### src/pkg/rps_map.vh
// Register map, field layout and function codes of the pin select block
`ifndef RPS_MAP_VH
`define RPS_MAP_VH
`define RPS_OFF_UART_IN   12'h000
`define RPS_OFF_SPI_CD_IN 12'h004
`define RPS_OFF_SPI_SS_IN 12'h008
`define RPS_OFF_OUT_0_1   12'h00C
`define RPS_OFF_OUT_2_3   12'h010
`define RPS_OFF_OUT_4_5   12'h014
`define RPS_OFF_OUT_6_7   12'h018
`define RPS_OFF_OUT_8_9   12'h01C
`define RPS_OFF_LOCK      12'h020
`define RPS_OFF_OSC_LOW   12'h024
`define RPS_OUT_BASE_IDX  3
`define RPS_FLD_W         5
`define RPS_LO_LSB        0
`define RPS_HI_LSB        8
`define RPS_IN_RESET      5'h1F
`define RPS_IN_GROUND     5'h1F
`define RPS_OUT_RESET     5'h00
`define RPS_FN_NONE       5'h00
`define RPS_FN_UART_TX    5'h03
`define RPS_FN_UART_RTS   5'h04
`define RPS_KEY1          8'h46
`define RPS_KEY2          8'h57
`define RPS_LOCK_BIT      6
`define RPS_ADDR_W        12
`endif

### src/rtl/rps_top.v
// Remappable pin select: APB registers, input and output routing
`timescale 1ns/1ps
`include "rps_map.vh"
// Notes on behaviour
// RQ1 - Input code n routes pin n to 25
// RQ2 - Input code all ones ties input low
// RQ3 - Input selectors reset to all ones
// RQ4 - Output selectors reset to zero
// RQ5 - Unfielded bits always read as zero
// RQ6 - UART register: CTS bits 12-8, RX 4-0
// RQ7 - SPI register: clock 12-8, data 4-0
// RQ8 - SPI select register: bits 4-0 only
// RQ9 - Output register: even pin low, odd high
// RQ10 - Function 3 is UART TX, 4 RTS
// RQ11 - Writes need 0x46,0x57 unlock, lock bit clear
// RQ12 - Function zero leaves pin to port
module rps_top
#(
  parameter PINS     = 26,
  parameter OUT_PINS = 10
)
(
  input  wire                   clk_sys,
  input  wire                   reset,
  input  wire                   clk_en,
  input  wire                   psel,
  input  wire                   penable,
  input  wire                   pwrite,
  input  wire [`RPS_ADDR_W-1:0] paddr,
  input  wire [31:0]            pwdata,
  output reg  [31:0]            prdata,
  output reg                    pready,
  output reg                    pslverr,
  input  wire [PINS-1:0]        remappable_pin,
  input  wire                   uart_transmit_out,
  input  wire                   uart_rts_out,
  input  wire [OUT_PINS-1:0]    port_out,
  output reg  [OUT_PINS-1:0]    pin_out,
  output reg  [OUT_PINS-1:0]    pin_out_en,
  output reg                    uart_receive_in,
  output reg                    uart_clear_to_send_in,
  output reg                    spi_clock_in,
  output reg                    spi_data_in,
  output reg                    spi_slave_select_in,
  output reg                    selectors_locked
);
  // Input selector fields
  reg  [`RPS_FLD_W-1:0] uart_cts_pin_choice;
  reg  [`RPS_FLD_W-1:0] uart_rx_pin_choice;
  reg  [`RPS_FLD_W-1:0] spi_clock_pin_choice;
  reg  [`RPS_FLD_W-1:0] spi_data_in_pin_choice;
  reg  [`RPS_FLD_W-1:0] spi_select_pin_choice;
  // Output function fields, one per pin, indexed
  reg  [`RPS_FLD_W-1:0] pin_output_function [0:OUT_PINS-1];
  // Unlock sequence state
  reg  [1:0]            key_state;
  reg                   lock;
  // Combinational routing results
  wire                  rx_sel;
  wire                  cts_sel;
  wire                  sck_sel;
  wire                  sdi_sel;
  wire                  ss_sel;
  wire [OUT_PINS-1:0]   fn_val;
  wire [OUT_PINS-1:0]   fn_en;
  // Decode helpers
  wire                  access;
  wire                  wr;
  wire [`RPS_ADDR_W-3:0] word_idx;
  wire                  out_hit;
  wire [`RPS_ADDR_W-3:0] out_pair;
  reg  [31:0]           next_rdata;
  reg                   next_err;
  integer               i;                 // Reset loop index

  // Key sequencer states; any stray write without an error falls back to idle
  localparam KEY_IDLE = 2'b00; // Waiting for the first key byte
  localparam KEY_ONE  = 2'b01; // First key byte seen
  localparam KEY_OPEN = 2'b10; // Both keys seen, next write moves lock

  // Word index of the first pair register, held at the index width
  localparam [`RPS_ADDR_W-3:0] OUT_BASE = `RPS_OUT_BASE_IDX;

  // Bus decode
  // Access is the first access-phase cycle only: pready high blocks a
  // second take of the same transfer while the master still holds it
  assign access   = psel && penable && !pready;
  assign wr       = access && pwrite;
  // Registers sit on aligned words, so the two low address bits drop
  assign word_idx = paddr[`RPS_ADDR_W-1:2];
  // Pair number of an output register; only meaningful under out_hit
  assign out_pair = word_idx - OUT_BASE;
  // Pair registers are the aligned words from the first to the last pair
  assign out_hit  = (paddr >= `RPS_OFF_OUT_0_1) &&
                    (paddr <= `RPS_OFF_OUT_8_9) && (paddr[1:0] == 2'b00);

  // Input routing, one selector per peripheral input
  // Selection is combinational; the output process registers it
  // UART receive data
  rps_in_select #(.PINS(PINS)) u_rx
  (
    .pins    (remappable_pin),
    .choice  (uart_rx_pin_choice),
    .sel_out (rx_sel)
  );
  // UART clear to send
  rps_in_select #(.PINS(PINS)) u_cts
  (
    .pins    (remappable_pin),
    .choice  (uart_cts_pin_choice),
    .sel_out (cts_sel)
  );
  // SPI serial clock
  rps_in_select #(.PINS(PINS)) u_sck
  (
    .pins    (remappable_pin),
    .choice  (spi_clock_pin_choice),
    .sel_out (sck_sel)
  );
  // SPI serial data in
  rps_in_select #(.PINS(PINS)) u_sdi
  (
    .pins    (remappable_pin),
    .choice  (spi_data_in_pin_choice),
    .sel_out (sdi_sel)
  );
  // SPI slave select
  rps_in_select #(.PINS(PINS)) u_ss
  (
    .pins    (remappable_pin),
    .choice  (spi_select_pin_choice),
    .sel_out (ss_sel)
  );

  // Output routing per pin
  // One decoder per pin; the register stage sits in the output process
  genvar g;
  generate
    for (g = 0; g < OUT_PINS; g = g + 1)
    begin : g_out
      // All pins share the same two peripheral sources
      rps_out_select u_osel
      (
        .func     (pin_output_function[g]),
        .uart_tx  (uart_transmit_out),
        .uart_rts (uart_rts_out),
        .pin_val  (fn_val[g]),
        .pin_en   (fn_en[g])
      );
    end
  endgenerate

  // Read mux; unfielded bits stay zero
  // Decoded every cycle; only a taken read copies it to prdata
  always @*
  begin
    next_rdata = 32'h0000_0000;
    next_err   = 1'b0;
    // Pair register: even pin in the low field, odd pin in the high
    if (out_hit)
    begin
      next_rdata[`RPS_LO_LSB +: `RPS_FLD_W] = pin_output_function[2*out_pair]; // RQ9
      next_rdata[`RPS_HI_LSB +: `RPS_FLD_W] = pin_output_function[2*out_pair+1]; // RQ9
    end
    else
    begin
      // Selector registers and lock status by exact byte address
      case (paddr)
        `RPS_OFF_UART_IN:
        begin
          next_rdata[`RPS_HI_LSB +: `RPS_FLD_W] = uart_cts_pin_choice; // RQ6
          next_rdata[`RPS_LO_LSB +: `RPS_FLD_W] = uart_rx_pin_choice; // RQ6
        end
        `RPS_OFF_SPI_CD_IN:
        begin
          next_rdata[`RPS_HI_LSB +: `RPS_FLD_W] = spi_clock_pin_choice; // RQ7
          next_rdata[`RPS_LO_LSB +: `RPS_FLD_W] = spi_data_in_pin_choice; // RQ7
        end
        `RPS_OFF_SPI_SS_IN:
          next_rdata[`RPS_LO_LSB +: `RPS_FLD_W] = spi_select_pin_choice; // RQ8
        // Lock status and oscillator low byte both show the lock bit
        `RPS_OFF_LOCK:
          next_rdata[`RPS_LOCK_BIT] = lock;
        `RPS_OFF_OSC_LOW:
          next_rdata[`RPS_LOCK_BIT] = lock;
        // Anything else is unmapped and answers with an error
        default:
          next_err = 1'b1;
      endcase
    end
  end // RQ5

  // Registers, unlock sequence and APB answer
  // A write lands on the take edge, the same edge that raises pready
  always @(posedge clk_sys)
  begin
    if (reset)
    begin
      // Peripheral inputs start tied low, pins start unassigned
      uart_cts_pin_choice    <= `RPS_IN_RESET; // RQ3
      uart_rx_pin_choice     <= `RPS_IN_RESET; // RQ3
      spi_clock_pin_choice   <= `RPS_IN_RESET; // RQ3
      spi_data_in_pin_choice <= `RPS_IN_RESET; // RQ3
      spi_select_pin_choice  <= `RPS_IN_RESET; // RQ3
      for (i = 0; i < OUT_PINS; i = i + 1)
        pin_output_function[i] <= `RPS_OUT_RESET; // RQ4
      // Lock starts set, so selectors need the key sequence first
      key_state <= KEY_IDLE;
      lock      <= 1'b1;
      prdata    <= 32'h0000_0000;
      pready    <= 1'b0;
      pslverr   <= 1'b0;
    end
    else if (clk_en)
    begin
      // One wait state: pready rises one cycle into the access phase
      pready  <= access;
      pslverr <= access ? next_err : 1'b0;
      prdata  <= (access && !pwrite) ? next_rdata : 32'h0000_0000;
      // Errored writes change nothing, not even the key sequencer
      if (wr && !next_err)
      begin
        if (paddr == `RPS_OFF_OSC_LOW)
        begin
          // Key bytes arrive in the low byte; lock bit moves only once open
          case (key_state)
            KEY_IDLE:
              key_state <= (pwdata[7:0] == `RPS_KEY1) ? KEY_ONE : KEY_IDLE; // RQ11
            KEY_ONE:
              key_state <= (pwdata[7:0] == `RPS_KEY2) ? KEY_OPEN : KEY_IDLE; // RQ11
            KEY_OPEN:
            begin
              lock      <= pwdata[`RPS_LOCK_BIT]; // RQ11
              key_state <= KEY_IDLE;
            end
            default:
              key_state <= KEY_IDLE;
          endcase
        end
        else
        begin
          // Any other write breaks a half-entered key sequence
          key_state <= KEY_IDLE;
          // Locked selectors ignore writes silently
          if (!lock)
          begin
            // Both fields of a pair register move together
            if (out_hit)
            begin
              pin_output_function[2*out_pair] <= pwdata[`RPS_LO_LSB +: `RPS_FLD_W]; // RQ9
              pin_output_function[2*out_pair+1] <= pwdata[`RPS_HI_LSB +: `RPS_FLD_W]; // RQ9
            end
            else if (paddr == `RPS_OFF_UART_IN)
            begin
              uart_cts_pin_choice <= pwdata[`RPS_HI_LSB +: `RPS_FLD_W]; // RQ6
              uart_rx_pin_choice  <= pwdata[`RPS_LO_LSB +: `RPS_FLD_W]; // RQ6
            end
            else if (paddr == `RPS_OFF_SPI_CD_IN)
            begin
              spi_clock_pin_choice   <= pwdata[`RPS_HI_LSB +: `RPS_FLD_W]; // RQ7
              spi_data_in_pin_choice <= pwdata[`RPS_LO_LSB +: `RPS_FLD_W]; // RQ7
            end
            else if (paddr == `RPS_OFF_SPI_SS_IN)
              spi_select_pin_choice <= pwdata[`RPS_LO_LSB +: `RPS_FLD_W]; // RQ8
          end
        end
      end
    end
  end

  // Registered outputs toward peripherals and pads
  // Registering every output keeps pad and peripheral timing clean
  always @(posedge clk_sys)
  begin
    if (reset)
    begin
      // Nothing driven and every peripheral input low during reset
      pin_out               <= {OUT_PINS{1'b0}};
      pin_out_en            <= {OUT_PINS{1'b0}};
      uart_receive_in       <= 1'b0;
      uart_clear_to_send_in <= 1'b0;
      spi_clock_in          <= 1'b0;
      spi_data_in           <= 1'b0;
      spi_slave_select_in   <= 1'b0;
      selectors_locked      <= 1'b1;
    end
    else if (clk_en)
    begin
      // Function zero falls back to the port latch value
      pin_out    <= (fn_val & fn_en) | (port_out & ~fn_en); // RQ12
      // Enable follows the decode, so function zero releases the pin
      pin_out_en <= fn_en;
      // Peripheral inputs lag the pins by this one register stage
      uart_receive_in       <= rx_sel;
      uart_clear_to_send_in <= cts_sel;
      spi_clock_in          <= sck_sel;
      spi_data_in           <= sdi_sel;
      spi_slave_select_in   <= ss_sel;
      // Lock status mirrors the lock bit one cycle late
      selectors_locked      <= lock;
    end
  end
endmodule // rps_top

### src/rtl/rps_in_select.v
// One input selector: remappable pin or ground onto a peripheral input
`timescale 1ns/1ps
`include "rps_map.vh"
module rps_in_select
#(
  parameter PINS = 26
)
(
  input  wire [PINS-1:0]           pins,
  input  wire [`RPS_FLD_W-1:0]     choice,
  output reg                       sel_out
);
  // Codes past the last pin (including ground code) give low
  always @*
  begin
    if (choice == `RPS_IN_GROUND)
      sel_out = 1'b0; // RQ2
    else if (choice < PINS)
      sel_out = pins[choice]; // RQ1
    else
      sel_out = 1'b0;
  end
endmodule // rps_in_select

### src/rtl/rps_out_select.v
// One output selector: function number picks what drives a pin
`timescale 1ns/1ps
`include "rps_map.vh"
module rps_out_select
(
  input  wire [`RPS_FLD_W-1:0] func,
  input  wire                  uart_tx,
  input  wire                  uart_rts,
  output reg                   pin_val,
  output reg                   pin_en
);
  // Unknown numbers drive nothing rather than a guessed source
  always @*
  begin
    pin_val = 1'b0;
    pin_en  = 1'b0; // RQ12
    case (func)
      `RPS_FN_UART_TX:
      begin
        pin_val = uart_tx; // RQ10
        pin_en  = 1'b1;
      end
      `RPS_FN_UART_RTS:
      begin
        pin_val = uart_rts; // RQ10
        pin_en  = 1'b1;
      end
      default:
      begin
        pin_val = 1'b0;
        pin_en  = 1'b0;
      end
    endcase
  end
endmodule // rps_out_select

### config.mk
export PLATFORM = sky130hd
export DESIGN_NAME = rps_top
export DESIGN_NICKNAME = d
export VERILOG_FILES = /design/src/rtl/rps_top.v /design/src/rtl/rps_in_select.v /design/src/rtl/rps_out_select.v
export VERILOG_INCLUDE_DIRS = /design/src /design/src/pkg
export SDC_FILE = /design/constraint.sdc
export NUM_CORES = 1
export LEC_CHECK = 0
export BUFFER_PORTS_ARGS = -buffer_cell sky130_fd_sc_hd__buf_2
export CORE_ASPECT_RATIO = 0.5
export CORE_UTILIZATION = 42
export CTS_CLUSTER_SIZE = 24
export DETAILED_ROUTE_END_ITERATION = 8
export PLACE_DENSITY = 0.65
export SLEW_MARGIN = 20
export SYNTH_ARGS = -nofsm -noshare
export SYNTH_HDL_FRONTEND = slang
export SYNTH_SLANG_ARGS = --single-unit
### constraint.sdc
create_clock -name clk_sys -period 3.2 [get_ports clk_sys]
set_input_delay 0.32 -clock clk_sys [delete_from_list [all_inputs] [get_ports clk_sys]]
set_output_delay 0.32 -clock clk_sys [all_outputs]
set_load 0.05 [all_outputs]
=== Word level (Yosys, flattened, before mapping) ===
Memory sizes are Yosys's and may differ from the RTL's.
Index checks and enable logic that the tools add are counted.

* Add/sub/neg operators: 2
* Multiply operators: 0
* Divide/modulo/power cells: 0
* Order comparisons: 12
* Equal/unequal tests: 33
* Shift-type cells: 0
* Muxes and demuxes: 69
* Bitwise logic cells: 9
* Reduce and logical (&&, ||, !) cells: 32

{| class="wikitable"
|+ Operators with widths
! kind !! count
|-
| $eq A5 B2 Y1 const B || 10
|-
| $eq A5 B3 Y1 const B || 10
|-
| $mux W1 || 42
|-
| $lt A5 B6 Y1 const B || 5
|-
| $bmux W1 S5 || 5
|-
| $eq A5 B5 Y1 const B || 5
|-
| $lt A5 B5 Y1 const B || 5
|-
| $eq A12 B6 Y1 const B || 2
|-
| $reduce_or A2 Y1 || 11
|-
| $and A10 B10 Y10 || 2
|-
| $mux W5 || 4
|-
| $pmux W1 S2 || 10
|-
| $eq A8 B7 Y1 const B || 2
|-
| $pmux W5 S3 || 1
|-
| $reduce_or A5 Y1 || 3
|-
| $mux W13 || 1
|-
| $eq A12 B3 Y1 const B || 1
|-
| $eq A12 B4 Y1 const B || 1
|-
| $ge A12 B4 Y1 const B || 1
|-
| $le A12 B5 Y1 const B || 1
|-
| $logic_not A12 Y1 || 1
|-
| $not A10 Y10 || 1
|-
| $or A10 B10 Y10 || 1
|-
| $pmux W5 S2 || 1
|-
| 16 further kinds || 31
|}

* Register bits after elaboration: 88
* Bits in latches: 0
* Bits in writable memories: 50
* Bits in read-only memories: 0
* Input bits: 88
* Logic and storage cells: 176
* Memories kept: 1

{| class="wikitable"
|+ Memories
! memory !! depth !! width !! rd ports !! clocked after memory_dff !! wr ports !! line !! source
|-
| pin_output_function || 10 || 5 || 12 || 0 || 10 || rps_top.v:54 || <nowiki>reg [`RPS_FLD_W-1:0] pin_output_function [0:OUT_PINS-1];</nowiki>
|}

=== Longest topological paths before layout ===
* Word-level depth: 12
* Depth in mapped cells: 12
* Mapped depth without buffers: 7

=== By module ===
From an unflattened synthesis, not the netlist that was laid out.

* Cells, all modules: 737
* Area total of the unflattened synthesis: 8954.8 µm²

{| class="wikitable"
|+ By module, submodules not included
! module !! instances !! cells each !! area each (µm²) !! seq. area each (µm²)
|-
| rps_top || 1 || 592 || 7109.3 || 3743.6
|-
| rps_in_select || 5 || 17 || 256.5 || 0.0
|-
| rps_out_select || 10 || 6 || 56.3 || 0.0
|}

=== Worst setup path after synthesis ===
OpenSTA, ideal clock, no wires.

* Path kind: input to register
* Start point: input port paddr[2]
* End point: memory pin_output_function[11][1] (netlist bit), data pin
* Setup time: 266 ps
* Arrival: 2806 ps
* Path slack: 128 ps
* Stages on the path: 12
* Path buffers: 6
* Cells stage by stage: buf_2 > buf_2 > buf_2 > clkbuf_1 > inv_1 > ha_1 > clkbuf_1 > nand2b_1 > buf_2 > nor2_1 > mux2i_1 > nor2_1

{| class="wikitable"
|+ RTL lines
! element !! line !! source
|-
| start, declared || rps_top.v:29 || <nowiki>input wire [`RPS_ADDR_W-1:0] paddr,</nowiki>
|-
| end, declared || rps_top.v:54 ||
|}

==> metrics <==
Slew HR 31.6%; Total Nets Final 984; MaxCap Viol Count 0; crit-path cells nand4b_4, or3_1, or3_1, buf_4, nor3_4, or2_1; Final period util 78.5%; DRT antenna net count 0; GPL Wtd Cong 0.914; Fin. Hold Viols 0; Unique masters post-synth 64; GRT overflow 0; crit path launch type register; CTS tree done; failing checks DRC; post-layout min period 2510 ps; top cell type's share of synthesized area 28.6%; Critical Path End Type register; worst path bufs/invs 1; vias after detailed routing 6900; clock transition at the registers of the reported paths 70 ps; Clock Skews 8.78 ps; Root Buffer clkbuf_16; Fmax 398 MHz; Placed Cells 1139; WL/cell 20.3 microns; Synth Area per Inst 10.4 sq um; PwrDens 479 nW/um^2; full die area 20600 sq um; hold buffer count at CTS 0; post-synthesis register bit count 147; PortBufs 107; status finished with violations; Max stage delay cell, worst path or3_1; Worst-Skew Late Latency 430 ps; Critical Path RT 3310 ps; routed wire length 23.7 mm; maximum clock path buffer count 2; Finished Layout Cells 1171; critical path class reg -> reg; ys async rst share 0%; CP arrival 2620 ps; die width 202 microns; Largest delay share family, worst path simple AND/OR/NAND/NOR gates; postcts setup bufs 0; unrepaired setup endpoints after global routing no; drt drc 1; # fillers 1800; CORE AREA 19500 sq um; worst-margin pin slew 1030 ps; cts bufs inserted 17; detailed placer's ending HPWL 17.3 mm; Max IR drop VDD 0.285 mV; Worst Path Max Fanout 37; initial antenna violation count 0; max-slew violations 0; leakage 3.89 nW; Die H 102 microns; post-synthesis cell count 808; layout cells sized above 1 25.2%; number of flops mapped to enable cells by yosys 80; row cnt 36; Antenna diodes 0; Yosys top cell by area edfxtp_1; first-pass GRT wire length 36.9 mm; CTS resizes 0; largest net degree at the start of global routing 93; initial core utilization 43.0%; setup TNS 0 ps; 1st-iter DRT viols 683; Post-Syn Area 8400 sq um; largest cells by area after synthesis edfxtp_1 (29%), dfxtp_1 (16%), mux4_2 (7.8%); vias per cell 5.89; htree depth 4; slowest stage delay, CP 370 ps; area grow syn2layout 14.8%; clk sink count 147; CP most frequent cell or3_1; Yosys warning total 0; vias in the first global route 6607; first drt pass iteration count 7; All-Layer GR Usage 23.7%; Main synth FF type edfxtp_1; share of the yosys chip area belonging to registers 44.5%; Hold Path Class in -> reg; I/O pin count 148; final setup fails 0
-- routing by layer --
| metal | track usage, % | vias up | share of wire (%) |
|---|---|---|---|
| li1 | - | 3174 | - |
| met1 | 31.7 | 3408 | 44 |
| met2 | 39.3 | 280 | 47 |
| met3 | 4.66 | 38 | 7.0 |
| met4 | 7.28 | 0 | 1.7 |
| met5 | 0 | - | 0 |
-- cell usage in the layout (no fill, tap or decap), types with 16 or more instances in the layout --
master     count
and2_1        20
mux2_2        35
nand3_1       16
nor3_1        24
nor4_1        19
nor2_1       127
a211oi_1      24
dfxtp_1       67
mux2i_1       57
conb_1        21
edfxtp_1      80
a21oi_1       22
buf_4         18
mux4_2        29
nand2_1       44
clkbuf_16     18
buf_2        106
-- worst register-to-register path, cell delays in order (launching register included) --
cell and delay (ps):
dfxtp_1 330, nand4b_4 220, or3_1 370, or3_1 320, buf_4 270, nor3_4 390, or2_1 290
-- state kept, by name, indices dropped and copies added (netlist names), 5 cells and up --
signal	flops
pin_out	10
pin_out_en	10
pin_output_function	80
prdata	11
spi_clock_pin_choice	5
spi_data_in_pin_choice	5
spi_select_pin_choice	5
uart_cts_pin_choice	5
uart_rx_pin_choice	5
-- layout make-up --
class / count / area, sq um / area share (%)
clock inverters: 12 / 123 / 1.27
repair buffers: 124 / 666 / 6.90
well taps: 266 / 333 / 3.45
flip-flops and latches: 147 / 3740 / 38.8
inverters: 14 / 52.6 / 0.545
multi-input cells: 588 / 4270 / 44.3
clock buffers: 20 / 458 / 4.75
-- per-stage QoR --
| stage | setup slack (ps) | power [mW] | util [%] | instance area [sq um] | hold WS [ps] |
|---|---|---|---|---|---|
| after global placement | 558 | 2.67 | 46.4 | 9070 | 466 |
| after detailed placement | 475 | 2.68 | 46.4 | 9070 | 471 |
| final | 688 | 4.62 | 49.4 | 9650 | 133 |
| after floorplan | 128 | 2.50 | - | 8480 | 453 |
| after global routing | 573 | 4.76 | 49.4 | 9650 | 136 |
| after CTS | 706 | 4.63 | 49.4 | 9650 | 122 |
-- logic make-up (layout without fill, tap and decap cells) --
group / after synthesis / after routing / synth area share [%]
simple gates: 306 / 306 / 18.2
flops: 147 / 147 / 44.5
compound gates: 134 / 134 / 11.7
mux: 121 / 121 / 19.2
buf+inv: 93 / 170 / 5.51
fa+ha+maj: 4 / 4 / 0.596
xor+xnor: 2 / 2 / 0.208
other cells: 1 / 21 / 0.0446
-- cells in the mapped netlist (20+ instances only) --
library cell / n
nor3_1: 24
clkbuf_1: 36
edfxtp_1: 80
a211oi_1: 24
mux4_2: 29
buf_4: 22
and2_1: 20
nor2_1: 127
mux2_2: 35
dfxtp_1: 67
a21oi_1: 22
mux2i_1: 57
nand2_1: 44
-- worst paths after layout --
kind                                  start                        end  slack (ps)  cells past startpoint
worst max-delay path                 pready  pin_output_function[2][4]         690                      6
worst min-delay path            port_out[5]                 pin_out[5]         130                      3
worst max register to register       pready  pin_output_function[2][4]         690                      6
worst min register to register    prdata[1]                  prdata[1]         480                      1
-- power by group --
part / internal, mW / switching [mW] / total [mW]
Combinational: 0.185 / 0.406 / 0.591
Sequential: 2.02 / 0.0286 / 2.05
Clock: 1.13 / 0.844 / 1.98
Power figures use the tool's default switching activity.
